`src/spece_pkg.sv`:
```
package spece_pkg;

    // ------------------------------------------------------------
    // protocol bytes
    // ------------------------------------------------------------
    localparam logic [7:0]  MATCH_BYTE   = 8'h5a;
    localparam logic [7:0]  CMD_ERASE    = 8'hf0;
    localparam logic [7:0]  CMD_WRITE    = 8'h30;
    localparam logic [7:0]  CMD_RAMLD    = 8'h60;
    localparam logic [7:0]  CMD_SUM      = 8'h90;
    localparam logic [7:0]  CMD_ID       = 8'hc0;
    localparam logic [7:0]  CMD_STAT     = 8'hc3;
    localparam logic [7:0]  CMD_LOCK     = 8'hfa;
    localparam logic [7:0]  ERR_PRE_A    = 8'ha1;
    localparam logic [7:0]  ERR_PRE_B    = 8'ha3;
    localparam logic [7:0]  ERR_BAUD     = 8'h62;
    localparam logic [7:0]  ERR_CMD      = 8'h63;
    localparam logic [7:0]  ERASED_BYTE  = 8'hff;
    localparam logic [7:0]  CHIP_AREA    = 8'hcf;
    localparam logic [3:0]  ERR_REP_A    = 4'h3;
    localparam logic [3:0]  ERR_REP_B    = 4'h6;
    localparam logic [3:0]  ERR_LAST     = 4'h8;
    localparam logic [1:0]  PADDR_LAST   = 2'h3;

    // ------------------------------------------------------------
    // flash map and link
    // ------------------------------------------------------------
    localparam logic [15:0] FLASH_LO     = 16'hc000;
    localparam logic [15:0] FLASH_HI     = 16'hffff;
    localparam logic [15:0] BLANK_LO     = 16'hffe0;
    localparam logic [2:0]  BAUD_SEL_DEF = 3'h6;
    localparam int          TXQ_WIDTH    = 8;
    localparam int          TXQ_DEPTH    = 16;

    typedef enum logic [12:0] {
        ST_MATCH  = 13'h0001,
        ST_BAUD   = 13'h0002,
        ST_BAUDSW = 13'h0004,
        ST_CMD    = 13'h0008,
        ST_PADDR  = 13'h0010,
        ST_BLANK  = 13'h0020,
        ST_PCNT   = 13'h0040,
        ST_PSTR   = 13'h0080,
        ST_AREA   = 13'h0100,
        ST_ERASE  = 13'h0200,
        ST_SUM    = 13'h0400,
        ST_SUMTX  = 13'h0800,
        ST_HALT   = 13'h1000
    } spece_state_t;

    // returns {valid, rate select}; select 0 is fastest, 6 keeps the default
    function automatic logic [3:0] spece_baud_lut(input logic [7:0] code);
        case (code)
            8'h04:   spece_baud_lut = 4'h8;
            8'h05:   spece_baud_lut = 4'h9;
            8'h06:   spece_baud_lut = 4'ha;
            8'h07:   spece_baud_lut = 4'hb;
            8'h0a:   spece_baud_lut = 4'hc;
            8'h18:   spece_baud_lut = 4'hd;
            8'h28:   spece_baud_lut = 4'he;
            default: spece_baud_lut = 4'h0;
        endcase
    endfunction

endpackage

```
`src/spece_fifo.sv`:
```
`timescale 1ns/1ps
module spece_fifo #(
    parameter int WIDTH = 8,
    parameter int DEPTH = 16
) (
    input  wire  logic             core_clk,
    input  wire  logic             resetn,
    input  wire  logic             in_valid,
    output logic                   in_ready,
    input  wire  logic [WIDTH-1:0] in_data,
    output logic                   out_valid,
    input  wire  logic             out_ready,
    output logic [WIDTH-1:0]       out_data
);
    localparam int AW = $clog2(DEPTH);

    logic [WIDTH-1:0] mem [DEPTH];
    logic [AW-1:0]    wr_ptr;
    logic [AW-1:0]    rd_ptr;
    logic [AW:0]      count;
    logic [AW-1:0]    next_wr_ptr;
    logic [AW-1:0]    next_rd_ptr;
    logic [AW:0]      next_count;
    logic             push;
    logic             pop;

    assign in_ready  = count != (AW+1)'(DEPTH);
    assign out_valid = count != '0;
    assign out_data  = mem[rd_ptr];
    assign push      = in_valid && in_ready;
    assign pop       = out_valid && out_ready;

    always_comb begin
        next_wr_ptr = push ? wr_ptr + 1'b1 : wr_ptr;
        next_rd_ptr = pop ? rd_ptr + 1'b1 : rd_ptr;
        next_count  = count + (AW+1)'(push) - (AW+1)'(pop);
    end

    always_ff @(posedge core_clk or negedge resetn) begin
        if (!resetn) begin
            wr_ptr <= '0;
            rd_ptr <= '0;
            count  <= '0;
        end else begin
            wr_ptr <= next_wr_ptr;
            rd_ptr <= next_rd_ptr;
            count  <= next_count;
        end
    end

    always_ff @(posedge core_clk) begin
        if (push) begin
            mem[wr_ptr] <= in_data;
        end
    end
endmodule

```
`src/spece_core.sv`:
```
`timescale 1ns/1ps
module spece_core
    import spece_pkg::*;
(
    input  wire  logic        core_clk,
    input  wire  logic        resetn,
    input  wire  logic        rx_valid,
    output logic              rx_ready,
    input  wire  logic [7:0]  rx_data,
    input  wire  logic        rx_error,
    output logic              tx_valid,
    input  wire  logic        tx_ready,
    output logic [7:0]        tx_data,
    output logic [2:0]        baud_sel,
    input  wire  logic        sec_lock,
    output logic              lock_clear,
    output logic [15:0]       flash_addr,
    input  wire  logic [7:0]  flash_rdata,
    output logic              erase_go,
    output logic [3:0]        erase_first,
    output logic [3:0]        erase_last,
    output logic              erase_chip,
    input  wire  logic        erase_done,
    output logic              mode_go,
    output logic [7:0]        mode_cmd,
    output logic              halted
);
    // ------------------------------------------------------------
    // state
    // ------------------------------------------------------------
    spece_state_t state;
    spece_state_t next_state;
    logic [2:0]   baud_pend;
    logic [2:0]   next_baud_pend;
    logic [2:0]   next_baud_sel;
    logic [7:0]   next_mode_cmd;
    logic [1:0]   paddr_cnt;
    logic [1:0]   next_paddr_cnt;
    logic [31:0]  pw_addrs;
    logic [31:0]  next_pw_addrs;
    logic [15:0]  next_flash_addr;
    logic [7:0]   pw_idx;
    logic [7:0]   next_pw_idx;
    logic [7:0]   pw_len;
    logic [7:0]   next_pw_len;
    logic         blank;
    logic         next_blank;
    logic [15:0]  sum;
    logic [15:0]  next_sum;
    logic         sum_idx;
    logic         next_sum_idx;
    logic [3:0]   err_cnt;
    logic [3:0]   next_err_cnt;
    logic [7:0]   err_code;
    logic [7:0]   next_err_code;
    logic         err_tx;
    logic         next_err_tx;
    logic [7:0]   area;
    logic [7:0]   next_area;
    logic         next_erase_go;
    logic         next_mode_go;
    logic         next_lock_clear;
    logic         push_valid;
    logic         push_ready;
    logic [7:0]   push_data;
    logic         rx_fire;
    logic [3:0]   baud_hit;
    logic         cmd_known;
    logic         needs_auth;

    assign rx_fire    = rx_valid && rx_ready;
    assign baud_hit   = spece_baud_lut(rx_data);
    assign halted     = state == ST_HALT && !err_tx;
    assign erase_first = area[7:4];
    assign erase_last  = area[3:0];
    assign erase_chip  = area == CHIP_AREA;
    assign needs_auth  = rx_data == CMD_ERASE || rx_data == CMD_WRITE
                      || rx_data == CMD_RAMLD;
    assign cmd_known   = needs_auth || rx_data == CMD_SUM || rx_data == CMD_ID
                      || rx_data == CMD_STAT || rx_data == CMD_LOCK;

    // ------------------------------------------------------------
    // transmit queue
    // ------------------------------------------------------------
    spece_fifo #(
        .WIDTH (TXQ_WIDTH),
        .DEPTH (TXQ_DEPTH)
    ) u_txq (
        .core_clk  (core_clk),
        .resetn    (resetn),
        .in_valid  (push_valid),
        .in_ready  (push_ready),
        .in_data   (push_data),
        .out_valid (tx_valid),
        .out_ready (tx_ready),
        .out_data  (tx_data)
    );

    // ------------------------------------------------------------
    // command sequencer
    // ------------------------------------------------------------
    always_comb begin
        next_state      = state;
        next_baud_pend  = baud_pend;
        next_baud_sel   = baud_sel;
        next_mode_cmd   = mode_cmd;
        next_paddr_cnt  = paddr_cnt;
        next_pw_addrs   = pw_addrs;
        next_flash_addr = flash_addr;
        next_pw_idx     = pw_idx;
        next_pw_len     = pw_len;
        next_blank      = blank;
        next_sum        = sum;
        next_sum_idx    = sum_idx;
        next_err_cnt    = err_cnt;
        next_err_code   = err_code;
        next_err_tx     = err_tx;
        next_area       = area;
        next_erase_go   = 1'b0;
        next_mode_go    = 1'b0;
        next_lock_clear = 1'b0;
        push_valid      = 1'b0;
        push_data       = rx_data;
        rx_ready        = 1'b0;
        case (state)
            ST_MATCH: begin
                rx_ready = push_ready;
                if (rx_fire && !rx_error && rx_data == MATCH_BYTE) begin
                    push_valid    = 1'b1;
                    next_baud_sel = BAUD_SEL_DEF;
                    next_state    = ST_BAUD;
                end
            end
            ST_BAUD: begin
                rx_ready = push_ready;
                if (rx_fire) begin
                    if (baud_hit[3] && !rx_error) begin
                        push_valid     = 1'b1;
                        next_baud_pend = baud_hit[2:0];
                        next_state     = ST_BAUDSW;
                    end else begin
                        next_err_code = ERR_BAUD;
                        next_err_cnt  = '0;
                        next_err_tx   = 1'b1;
                        next_state    = ST_HALT;
                    end
                end
            end
            ST_BAUDSW: begin
                // new rate only after the echo has left the queue
                if (!tx_valid) begin
                    next_baud_sel = baud_pend;
                    next_state    = ST_CMD;
                end
            end
            ST_CMD: begin
                rx_ready = push_ready;
                if (rx_fire) begin
                    if (cmd_known && !rx_error) begin
                        push_valid    = 1'b1;
                        next_mode_cmd = rx_data;
                        if (needs_auth) begin
                            next_paddr_cnt = '0;
                            next_state     = ST_PADDR;
                            if (sec_lock && rx_data != CMD_ERASE) begin
                                next_state = ST_HALT;
                            end
                        end else if (rx_data == CMD_SUM) begin
                            next_flash_addr = FLASH_LO;
                            next_sum        = '0;
                            next_state      = ST_SUM;
                        end else begin
                            next_mode_go = 1'b1;
                        end
                    end else begin
                        next_err_code = ERR_CMD;
                        next_err_cnt  = '0;
                        next_err_tx   = 1'b1;
                        next_state    = ST_HALT;
                    end
                end
            end
            ST_PADDR: begin
                rx_ready = 1'b1;
                if (rx_fire) begin
                    next_pw_addrs  = {pw_addrs[23:0], rx_data};
                    next_paddr_cnt = paddr_cnt + 1'b1;
                    if (rx_error) begin
                        next_state = ST_HALT;
                    end else if (paddr_cnt == PADDR_LAST) begin
                        next_flash_addr = BLANK_LO;
                        next_blank      = 1'b1;
                        next_state      = ST_BLANK;
                    end
                end
            end
            ST_BLANK: begin
                if (flash_rdata != ERASED_BYTE) begin
                    next_blank = 1'b0;
                end
                if (flash_addr == FLASH_HI) begin
                    next_flash_addr = pw_addrs[31:16];
                    next_state      = ST_PCNT;
                end else begin
                    next_flash_addr = flash_addr + 16'h0001;
                end
            end
            ST_PCNT: begin
                next_pw_len     = flash_rdata;
                next_pw_idx     = '0;
                next_flash_addr = pw_addrs[15:0];
                if (blank || flash_rdata == '0) begin
                    next_state   = mode_cmd == CMD_ERASE ? ST_AREA : ST_CMD;
                    next_mode_go = mode_cmd != CMD_ERASE;
                end else begin
                    next_state = ST_PSTR;
                end
            end
            ST_PSTR: begin
                rx_ready = 1'b1;
                if (rx_fire) begin
                    next_pw_idx     = pw_idx + 8'h01;
                    next_flash_addr = flash_addr + 16'h0001;
                    if (rx_error || rx_data != flash_rdata) begin
                        next_state = ST_HALT;
                    end else if (pw_idx == pw_len - 8'h01) begin
                        next_state   = mode_cmd == CMD_ERASE ? ST_AREA : ST_CMD;
                        next_mode_go = mode_cmd != CMD_ERASE;
                    end
                end
            end
            ST_AREA: begin
                rx_ready = 1'b1;
                if (rx_fire) begin
                    if (rx_error || (sec_lock && rx_data != CHIP_AREA)) begin
                        next_state = ST_HALT;
                    end else begin
                        next_area       = rx_data;
                        next_erase_go   = 1'b1;
                        next_lock_clear = rx_data == CHIP_AREA;
                        next_state      = ST_ERASE;
                    end
                end
            end
            ST_ERASE: begin
                if (erase_done) begin
                    next_flash_addr = FLASH_LO;
                    next_sum        = '0;
                    next_state      = ST_SUM;
                end
            end
            ST_SUM: begin
                next_sum = sum + {8'h00, flash_rdata};
                if (flash_addr == FLASH_HI) begin
                    next_sum_idx = 1'b0;
                    next_state   = ST_SUMTX;
                end else begin
                    next_flash_addr = flash_addr + 16'h0001;
                end
            end
            ST_SUMTX: begin
                push_valid = 1'b1;
                push_data  = sum_idx ? sum[7:0] : sum[15:8];
                if (push_ready) begin
                    next_sum_idx = 1'b1;
                    if (sum_idx) begin
                        next_state = ST_CMD;
                    end
                end
            end
            ST_HALT: begin
                rx_ready = 1'b1;
                if (err_tx) begin
                    push_valid = 1'b1;
                    push_data  = err_cnt < ERR_REP_A ? ERR_PRE_A
                               : err_cnt < ERR_REP_B ? ERR_PRE_B : err_code;
                    if (push_ready) begin
                        next_err_cnt = err_cnt + 4'h1;
                        next_err_tx  = err_cnt != ERR_LAST;
                    end
                end
            end
            default: begin
                next_state = ST_HALT;
            end
        endcase
    end

    always_ff @(posedge core_clk or negedge resetn) begin
        if (!resetn) begin
            state      <= ST_MATCH;
            baud_pend  <= BAUD_SEL_DEF;
            baud_sel   <= BAUD_SEL_DEF;
            mode_cmd   <= '0;
            paddr_cnt  <= '0;
            pw_addrs   <= '0;
            flash_addr <= '0;
            pw_idx     <= '0;
            pw_len     <= '0;
            blank      <= 1'b0;
            sum        <= '0;
            sum_idx    <= 1'b0;
            err_cnt    <= '0;
            err_code   <= '0;
            err_tx     <= 1'b0;
            area       <= '0;
            erase_go   <= 1'b0;
            mode_go    <= 1'b0;
            lock_clear <= 1'b0;
        end else begin
            state      <= next_state;
            baud_pend  <= next_baud_pend;
            baud_sel   <= next_baud_sel;
            mode_cmd   <= next_mode_cmd;
            paddr_cnt  <= next_paddr_cnt;
            pw_addrs   <= next_pw_addrs;
            flash_addr <= next_flash_addr;
            pw_idx     <= next_pw_idx;
            pw_len     <= next_pw_len;
            blank      <= next_blank;
            sum        <= next_sum;
            sum_idx    <= next_sum_idx;
            err_cnt    <= next_err_cnt;
            err_code   <= next_err_code;
            err_tx     <= next_err_tx;
            area       <= next_area;
            erase_go   <= next_erase_go;
            mode_go    <= next_mode_go;
            lock_clear <= next_lock_clear;
        end
    end

    // ------------------------------------------------------------
    // checks
    // ------------------------------------------------------------
    a_match_echo: assert property (@(posedge core_clk) disable iff (!resetn)
        state == ST_MATCH && rx_fire && !rx_error && rx_data == MATCH_BYTE
        |-> push_valid && push_data == MATCH_BYTE ##1 state == ST_BAUD)
        else $error("matching byte not echoed");
    a_nomatch_quiet: assert property (@(posedge core_clk) disable iff (!resetn)
        state == ST_MATCH && rx_fire && rx_data != MATCH_BYTE
        |-> !push_valid ##1 state == ST_MATCH)
        else $error("unknown byte answered");
    a_bad_baud_run: assert property (@(posedge core_clk) disable iff (!resetn)
        state == ST_BAUD && rx_fire && !baud_hit[3]
        |=> state == ST_HALT && err_tx && err_cnt == 4'h0 && err_code == ERR_BAUD)
        else $error("bad baud byte not flagged");
    a_err_end: assert property (@(posedge core_clk) disable iff (!resetn)
        err_tx && err_cnt == ERR_LAST && push_ready
        |-> push_data == err_code ##1 !err_tx && halted)
        else $error("error run did not end in halt");
    a_halt_silent: assert property (@(posedge core_clk) disable iff (!resetn)
        halted |-> !push_valid ##1 halted)
        else $error("halted engine became active");
    a_lock_sector: assert property (@(posedge core_clk) disable iff (!resetn)
        state == ST_AREA && rx_fire && sec_lock && rx_data != CHIP_AREA
        |=> state == ST_HALT && !erase_go)
        else $error("sector erase taken under lock");
    a_chip_unlock: assert property (@(posedge core_clk) disable iff (!resetn)
        state == ST_AREA && rx_fire && !rx_error && rx_data == CHIP_AREA
        |=> erase_go && lock_clear && erase_chip)
        else $error("whole erase left lock");
    a_lock_write: assert property (@(posedge core_clk) disable iff (!resetn)
        state == ST_CMD && rx_fire && sec_lock && cmd_known
        && (rx_data == CMD_WRITE || rx_data == CMD_RAMLD)
        |=> state == ST_HALT ##1 !mode_go)
        else $error("locked write mode started");
    a_pw_miss: assert property (@(posedge core_clk) disable iff (!resetn)
        state == ST_PSTR && rx_fire && (rx_error || rx_data != flash_rdata)
        |=> halted [*2])
        else $error("password miss not halted");
    a_sum_order: assert property (@(posedge core_clk) disable iff (!resetn)
        state == ST_SUMTX && !sum_idx && push_ready
        |-> push_data == sum[15:8] ##1 push_data == $past(sum[7:0]))
        else $error("checksum byte order wrong");
    a_sum_back: assert property (@(posedge core_clk) disable iff (!resetn)
        state == ST_SUMTX && sum_idx && push_ready |=> state == ST_CMD)
        else $error("no return to command wait");
endmodule

```
`config.mk`:
```
export PLATFORM = sky130hd
export DESIGN_NAME = spece_core
export DESIGN_NICKNAME = d
export VERILOG_FILES = /design/src/spece_pkg.sv /design/src/spece_fifo.sv /design/src/spece_core.sv
export SDC_FILE = /design/constraint.sdc
export NUM_CORES = 1
export LEC_CHECK = 0
export ABC_AREA = 1
export BUFFER_PORTS_ARGS = -buffer_cell sky130_fd_sc_hd__buf_4
export CORE_MARGIN = 3
export CORE_UTILIZATION = 54
export DETAILED_ROUTE_END_ITERATION = 8
export PLACE_DENSITY = 0.78
export SYNTH_ARGS = -nofsm -noshare
export SYNTH_HDL_FRONTEND = slang
export SYNTH_HIERARCHICAL = 1
export SYNTH_SLANG_ARGS = --single-unit
```
`constraint.sdc`:
```
create_clock -name core_clk -period 3.58 [get_ports core_clk]
set_clock_uncertainty 0.15 [all_clocks]
set_input_delay 0 -clock core_clk [delete_from_list [all_inputs] [get_ports core_clk]]
set_output_delay 0 -clock core_clk [all_outputs]
set_load 0.01 [all_outputs]
```
* After elaboration in Yosys (flattened, before gate mapping)
Memory sizes are Yosys's and may differ from the RTL's.
Cells that the tools add are included.
** Operators by class
- $add $sub $neg :: 10
- $lt $le $gt $ge :: 2
- Eq/ne operators :: 68
- Mux-type cells :: 111
- Bitwise operators :: 2
- Reductions and logical operators :: 49
** Operators by type and width (count)
- 13-bit 2-to-1 mux :: 22
- 16-bit 2-to-1 mux :: 16
- 13-bit one-hot mux with 13 select lines :: 1
- 16-bit one-hot mux with 7 select lines :: 1
- 8-bit 2-to-1 mux :: 9
- 8-bit equality test (second input constant) :: 8
- 16-bit one-hot mux with 3 select lines :: 1
- 8-bit one-hot mux with 2 select lines :: 3
- 2-bit inequality test (second input constant) :: 22
- 1-bit 2-to-1 mux :: 34
- 8-bit by 3-bit equality test with 1-bit output (second input constant) :: 4
- 8-bit inequality test (second input constant) :: 4
- 4-bit one-hot mux with 7 select lines :: 1
- 4-bit 2-to-1 mux :: 6
- 5-bit AND reduction :: 4
- 9-bit 2-to-1 mux :: 2
- 16-bit by 1-bit adder with 16-bit output (second input constant) :: 1
- 16-bit by 8-bit adder with 16-bit output :: 1
- 16-bit equality test (second input constant) :: 1
- 8-bit by 6-bit equality test with 1-bit output (second input constant) :: 2
- 8-bit by 7-bit equality test with 1-bit output (second input constant) :: 2
- 16-bit AND reduction :: 1
- 3-bit AND reduction :: 5
- 13-bit by 1-bit equality test with 1-bit output (second input constant) :: 1
- 52 further kinds :: 90
** Word-level totals
- Register bits :: 148
- Bits in writable memories :: 128
- Logic and storage cells :: 265
- Memories :: 1
** Memory list
- u_txq.mem :: depth 16, bits a word 8, read ports 1, clocked after Yosys merged registers in 0, write ports 1, line spece_fifo.sv:17 : logic [WIDTH-1:0] mem [DEPTH];

* Depth between registers and ports, before layout
- Word-level depth :: 14
- Gate-level depth with buffers :: 23
- Gate-level depth less buffers :: 23

* Modules after synthesis
The synthesis kept the hierarchy.
** Modules (own cells, without submodules)
- spece_core :: instances 1, cells an instance 1128, area each 8315.5 um2
- spece_fifo :: instances 1, cells an instance 605, area each 6204.7 um2

* Least setup slack after synthesis
OpenSTA, ideal clock, no wires.
- Kind :: reg-to-reg
- Start :: reg state[9]
- End :: reg u_txq.count[4]
- Arrival time :: 3082 ps
- Required time :: 3312 ps
- Path slack :: 230 ps
- Stages on the path, launching flop included :: 23
- Cells stage by stage :: dfrtp_1 -> nor2_2 -> nand2_1 -> nor2_4 -> buf_6 -> nand2_1 -> nand3_1 -> nand2_1 -> nand2_2 -> nand2_2 -> inv_1 -> nand4_1 -> o2111ai_1 -> nand2_1 -> ha_1 -> inv_1 -> ha_1 -> inv_1 -> fa_1 -> o21ai_0 -> nand2_1 -> nand3b_1 -> nand2_1
** Between the ends
- Word-level cells in the longest chain between the ends :: 11
- Elaborated cells on any way between the ends :: 21
- Classes of those cells :: add/sub: 2; eq/ne: 8; mux: 5; reduce/logical: 6
** Ends and longest elaborated chain
- from (decl) :: line spece_core.sv:31 : spece_state_t state;
- from (signal assigned) :: line spece_core.sv:311 : state <= next_state;
- 13-bit equality test, or another cell as far along :: line spece_core.sv:125 : case (state)
- 4-bit OR reduction (no source line) or 3-bit OR reduction (tied branches)
- 1-bit one-hot mux with 2 select lines (*) :: line spece_core.sv:125
- named net rx_ready :: line spece_core.sv:8 : output logic rx_ready,
- 1-bit logical AND (*) :: line spece_core.sv:71 : assign rx_fire = rx_valid && rx_ready;
- 1-bit logical AND (2 in a row) :: line spece_core.sv:128 : if (rx_fire && !rx_error && rx_data == MATCH_BYTE) begin
- 1-bit 2-to-1 mux :: line spece_core.sv:128
- 1-bit one-hot mux with 5 select lines (*) :: line spece_core.sv:125
- named net push_valid :: line spece_core.sv:63 : logic push_valid;
- 1-bit logical AND (*) :: line spece_fifo.sv:30 : assign push = in_valid && in_ready;
- 5-bit by 1-bit adder with 5-bit output (*) :: line spece_fifo.sv:36 : next_count = count + (AW+1)'(push) - (AW+1)'(pop);
- 5-bit by 1-bit subtractor with 5-bit output (*) :: line spece_fifo.sv:36
- named net u_txq.next_count[4] :: line spece_fifo.sv:23 : logic [AW:0] next_count;
- to (signal assigned) :: line spece_fifo.sv:47 : count <= next_count;
- to (decl) :: line spece_fifo.sv:20 : logic [AW:0] count;
The timed path passes the listed nets; every way through them passes the cells marked *.
A chain may end at the register's enable or synchronous reset.

* Worst setup path in the final report
- Start :: reg state[9]
- End :: reg u_txq.count[4]
** Between the ends
- Word-level cells in the longest chain between the ends :: 11
- Elaborated cells on any way between the ends :: 21
- Classes of those cells :: add/sub: 2; eq/ne: 8; mux: 5; reduce/logical: 6
** Ends and longest elaborated chain (line)
- 13-bit equality test, or another cell as far along :: spece_core.sv:125
- 4-bit OR reduction (no source line) or 3-bit OR reduction (tied branches)
- 1-bit one-hot mux with 2 select lines :: spece_core.sv:125
- 1-bit logical AND :: spece_core.sv:71
- 1-bit logical AND (2 in a row) :: spece_core.sv:128
- 1-bit 2-to-1 mux :: spece_core.sv:128
- 1-bit one-hot mux with 5 select lines (*) :: spece_core.sv:125
- named net push_valid :: spece_core.sv:63
- 1-bit logical AND (*) :: spece_fifo.sv:30
- 5-bit by 1-bit adder with 5-bit output (*) :: spece_fifo.sv:36
- 5-bit by 1-bit subtractor with 5-bit output (*) :: spece_fifo.sv:36
- named net u_txq.next_count[4] :: spece_fifo.sv:23
Marks and branches as above.

==> summary.md <==
| Metric | Value |
|---|---|
| Reg2Reg Depth | 21 |
| Top-count cell post-synth | nand2_1 |
| Clk slew on worst S/H paths | 0.06 ns |
| Max-slew headroom | 44.11% |
| Row count | 59 |
| CTS sink count | 270 |
| I/O Buffers | 72 |
| Max rail drop VDD | 0.0003256 V |
| Area contributors post-synth | edfxtp_1 26%, dfrtp_1 24%, nand2_1 13% |
| Number of I/O pins | 73 |
| Largest buffer count on any clock path | 3 |
| Worst-Skew Late Latency | 0.55 ns |
| Sequential power share | 40.6% |
| Residual DRC | 0 |
| Combinational Power Share | 21.9% |
| Final setup violation count | 0 |
| Layout cells sized above 1 | 14.43% |
| Post-route cell area | 0.01703 sq mm |
| Starting Density | 55.25% |
| Clock root buffer | clkbuf_16 |
| Seq/Total Area, Yosys | 50.99% |
| Pre-CTS WS | 0.08785 ns |
| Largest net degree at the start of global routing | 85 |
| Setup_tns | 0 ns |
| Gpl congestion | 0.9627 |
| Run status | complete, no violations |
| Post-route core utilization | 64.80% |
| Final max-slew violation count | 0 |
| WL final | 38690 um |
| Final Hold Fails | 0 |
| Post-route setup slack | 0.1953 ns |
| Number of global-route vias before repair | 12.22k |
| Critical Path AT | 3.71 ns |
| CP endpoint kind | flip-flop |
| Path type of the worst min-delay path | in2reg |
| Drt first pass iters | 6 |
| Net Sw Frac | 29.78% |
| Nets | 1928 |
| Async SR Flop Fraction | 52.59% |
| H-tree depth | 1 |
| Critical Path Source Type | flip-flop |
| EDFF count, synth | 128 |
| DRT iter0 DRCs | 1009 |
| Critical Path RT | 3.91 ns |
| Post-Syn Area per Cell | 8.379 sq um |
| Via count | 12.52k |
| Commonest cells in the netlist | 518 x nand2_1, 200 x inv_1, 169 x nor2_1, 141 x nand3_1, 137 x dfrtp_1 |
| Die Width | 170.0 um |
| DIE HEIGHT | 170.0 um |
| CORE AREA | 0.02628 sq mm |
| Area leader, netlist | edfxtp_1 |
| WL per Instance | 17.32 um |
| Worst-Margin Slew | 0.8372 ns |
| Synth top area share | 26.47% |
| Worst hold margin | 0.2052 ns |
| Int Pwr | 0.005880 W |
| Post-Syn Instances | 1733 |
| F_max | 0.2954 GHz |
| Setup CP Type | reg2reg |
| CTS tree | done |
| NetSw | 0.002494 W |
| Total gr overflow | 0 |
| Top FF cell, synth | dfrtp_1 |
| Max_cap viols | 0 |
| CTS Buf Count | 28 |
| Post-synth cell types | 60 |
| ANT nets after route | 0 |
| Global-route wire length before repair | 61910 um |
| Initial antenna violation count | 0 |
| Syn_nets | 1783 |
| Pwr dens | 491.7 mW/mm^2 |
| Clock network fraction of total power | 37.5% |
| Flops & latches, synth | 270 |
| Synthesized area | 0.01452 sq mm |
| Largest driver fanout on the critical path | 6 |
| Fin crit share | 94.55% |
| Area Growth Syn to Fin | 17.28% |
| Die area | 0.02889 sq mm |
| Vias per inst | 5.605 |
| Post-DP Area | 0.01562 sq mm |
| Minimum clock period after layout | 3.385 ns |
| N_diodes | 0 |
| Worst hold stages | 4 |
| GRT Overall Usage | 26.68% |
| Placed wire-length estimate | 27370 um |
| Leakage | 8.337 nW |
| Synth Warn # | 6 |
==> layout make-up <==
cell class                 count  area [sq um]
tap                          335         419.2
inverter                     224         840.8
timing repair buffer         154          1266
multi-input combinational   1200          6088
sequential                   270          7405
clock inverter                11         196.4
fill                        2186          9251
clock buffer                  40         813.3
==> state kept, by name (all words and copies together) (netlist names), 5 cells and up <==
signal / cells
state: 13
flash_addr: 16
u_txq/count: 5
u_txq/mem: 128
area: 8
pw_addrs: 32
sum: 16
pw_len: 8
mode_cmd: 8
pw_idx: 8
==> power by group through the flow <==
stage          clock network, W  logic [W]  registers [W]
2_1_floorplan                 0    0.00129        0.00341
3_3_place_gp                  0    0.00172        0.00346
3_5_place_dp                  0    0.00178        0.00346
4_1_cts                 0.00318    0.00182        0.00340
5_1_grt                 0.00332    0.00205        0.00341
6_report                0.00314    0.00183        0.00340
==> cells in the final DEF, fill, tap and decap left out, types with 6 or more instances in the layout <==
cell type / n
a21oi_1: 38
clkbuf_16: 28
xor2_1: 25
nor2_1: 166
clkbuf_8: 6
nand2_2: 8
inv_2: 21
nor2_2: 12
mux2_1: 7
inv_1: 200
edfxtp_1: 128
buf_4: 122
nand4_1: 27
nor3_1: 27
or2_2: 9
o22ai_1: 15
dlygate4sd3_1: 28
o211ai_1: 12
o21ai_2: 9
ha_1: 25
dfrtp_1: 136
xnor2_1: 10
nand2_1: 515
nor2_4: 6
mux2_2: 13
o21ai_0: 68
nand3_1: 140
==> per-stage QoR <==
stage | cells | power (W)
4_1_cts | 2227 | 0.008393
6_report | 2234 | 0.008374
2_1_floorplan | 1733 | 0.004691
3_3_place_gp | 2147 | 0.005181
3_5_place_dp | 2147 | 0.005244
5_1_grt | 2234 | 0.008781
==> final timing paths <==
check,end,startpoint,slack [ns]
worst min-delay path,pw_len[7],flash_rdata[7],0.21
max in group asynchronous,state[0],resetn,2.38
worst max-delay path,u_txq/count[4],state[9],0.20
min in group asynchronous,baud_pend[2],resetn,0.42
worst min register to register,paddr_cnt[1],paddr_cnt[1],0.33
worst max register to register,u_txq/count[4],state[9],0.20
==> metal layers <==
metal / share of wire [%] / global-route usage, % / vias up / wire length (um)
met3: 6.4 / 3.043 / 110 / 2468
met2: 48 / 45.79 / 472 / 18590
met4: 3.9 / 10.23 / 0 / 1505
met5: 0 / 0 / - / 0
li1: - / - / 5969 / -
met1: 42 / 35.06 / 5970 / 16120
==> cells by family (layout without fill, tap and decap cells) <==
family | Yosys count | after routing | share of synthesized area, %
simple gates | 938 | 938 | 27.97
xor+xnor | 35 | 35 | 2.111
flops | 270 | 270 | 50.99
fa+ha+maj | 27 | 27 | 2.430
compound gates | 180 | 180 | 7.592
mux | 20 | 20 | 1.551
buf+inv | 263 | 429 | 7.359
==> repair_timing <==
action                                 CTS  global route
buffers inserted                         0             7
endpoints found under the hold margin  224             0
resized for setup                        0            13
setup endpoints to repair                0             9
hold buffers                            29             0
==> critical path: stages, from the launching register on <==
cell and delay (ns):
dfrtp_1 0.42, nor2_2 0.14, nand2_2 0.09, nor2_4 0.22
buf_6 0.16, nand3_4 0.06, nand3_1 0.08, nor2_1 0.05
nand2_2 0.10, nand4_1 0.14, o2111ai_1 0.25, nand2_1 0.11
ha_1 0.30, inv_1 0.05, ha_1 0.15, inv_1 0.07
fa_2 0.38, o21ai_1 0.14, nand2_1 0.08, nand2_1 0.07
nand2_1 0.05, nand2_1 0.08
Note: power is estimated with default switching activity, not from simulation.
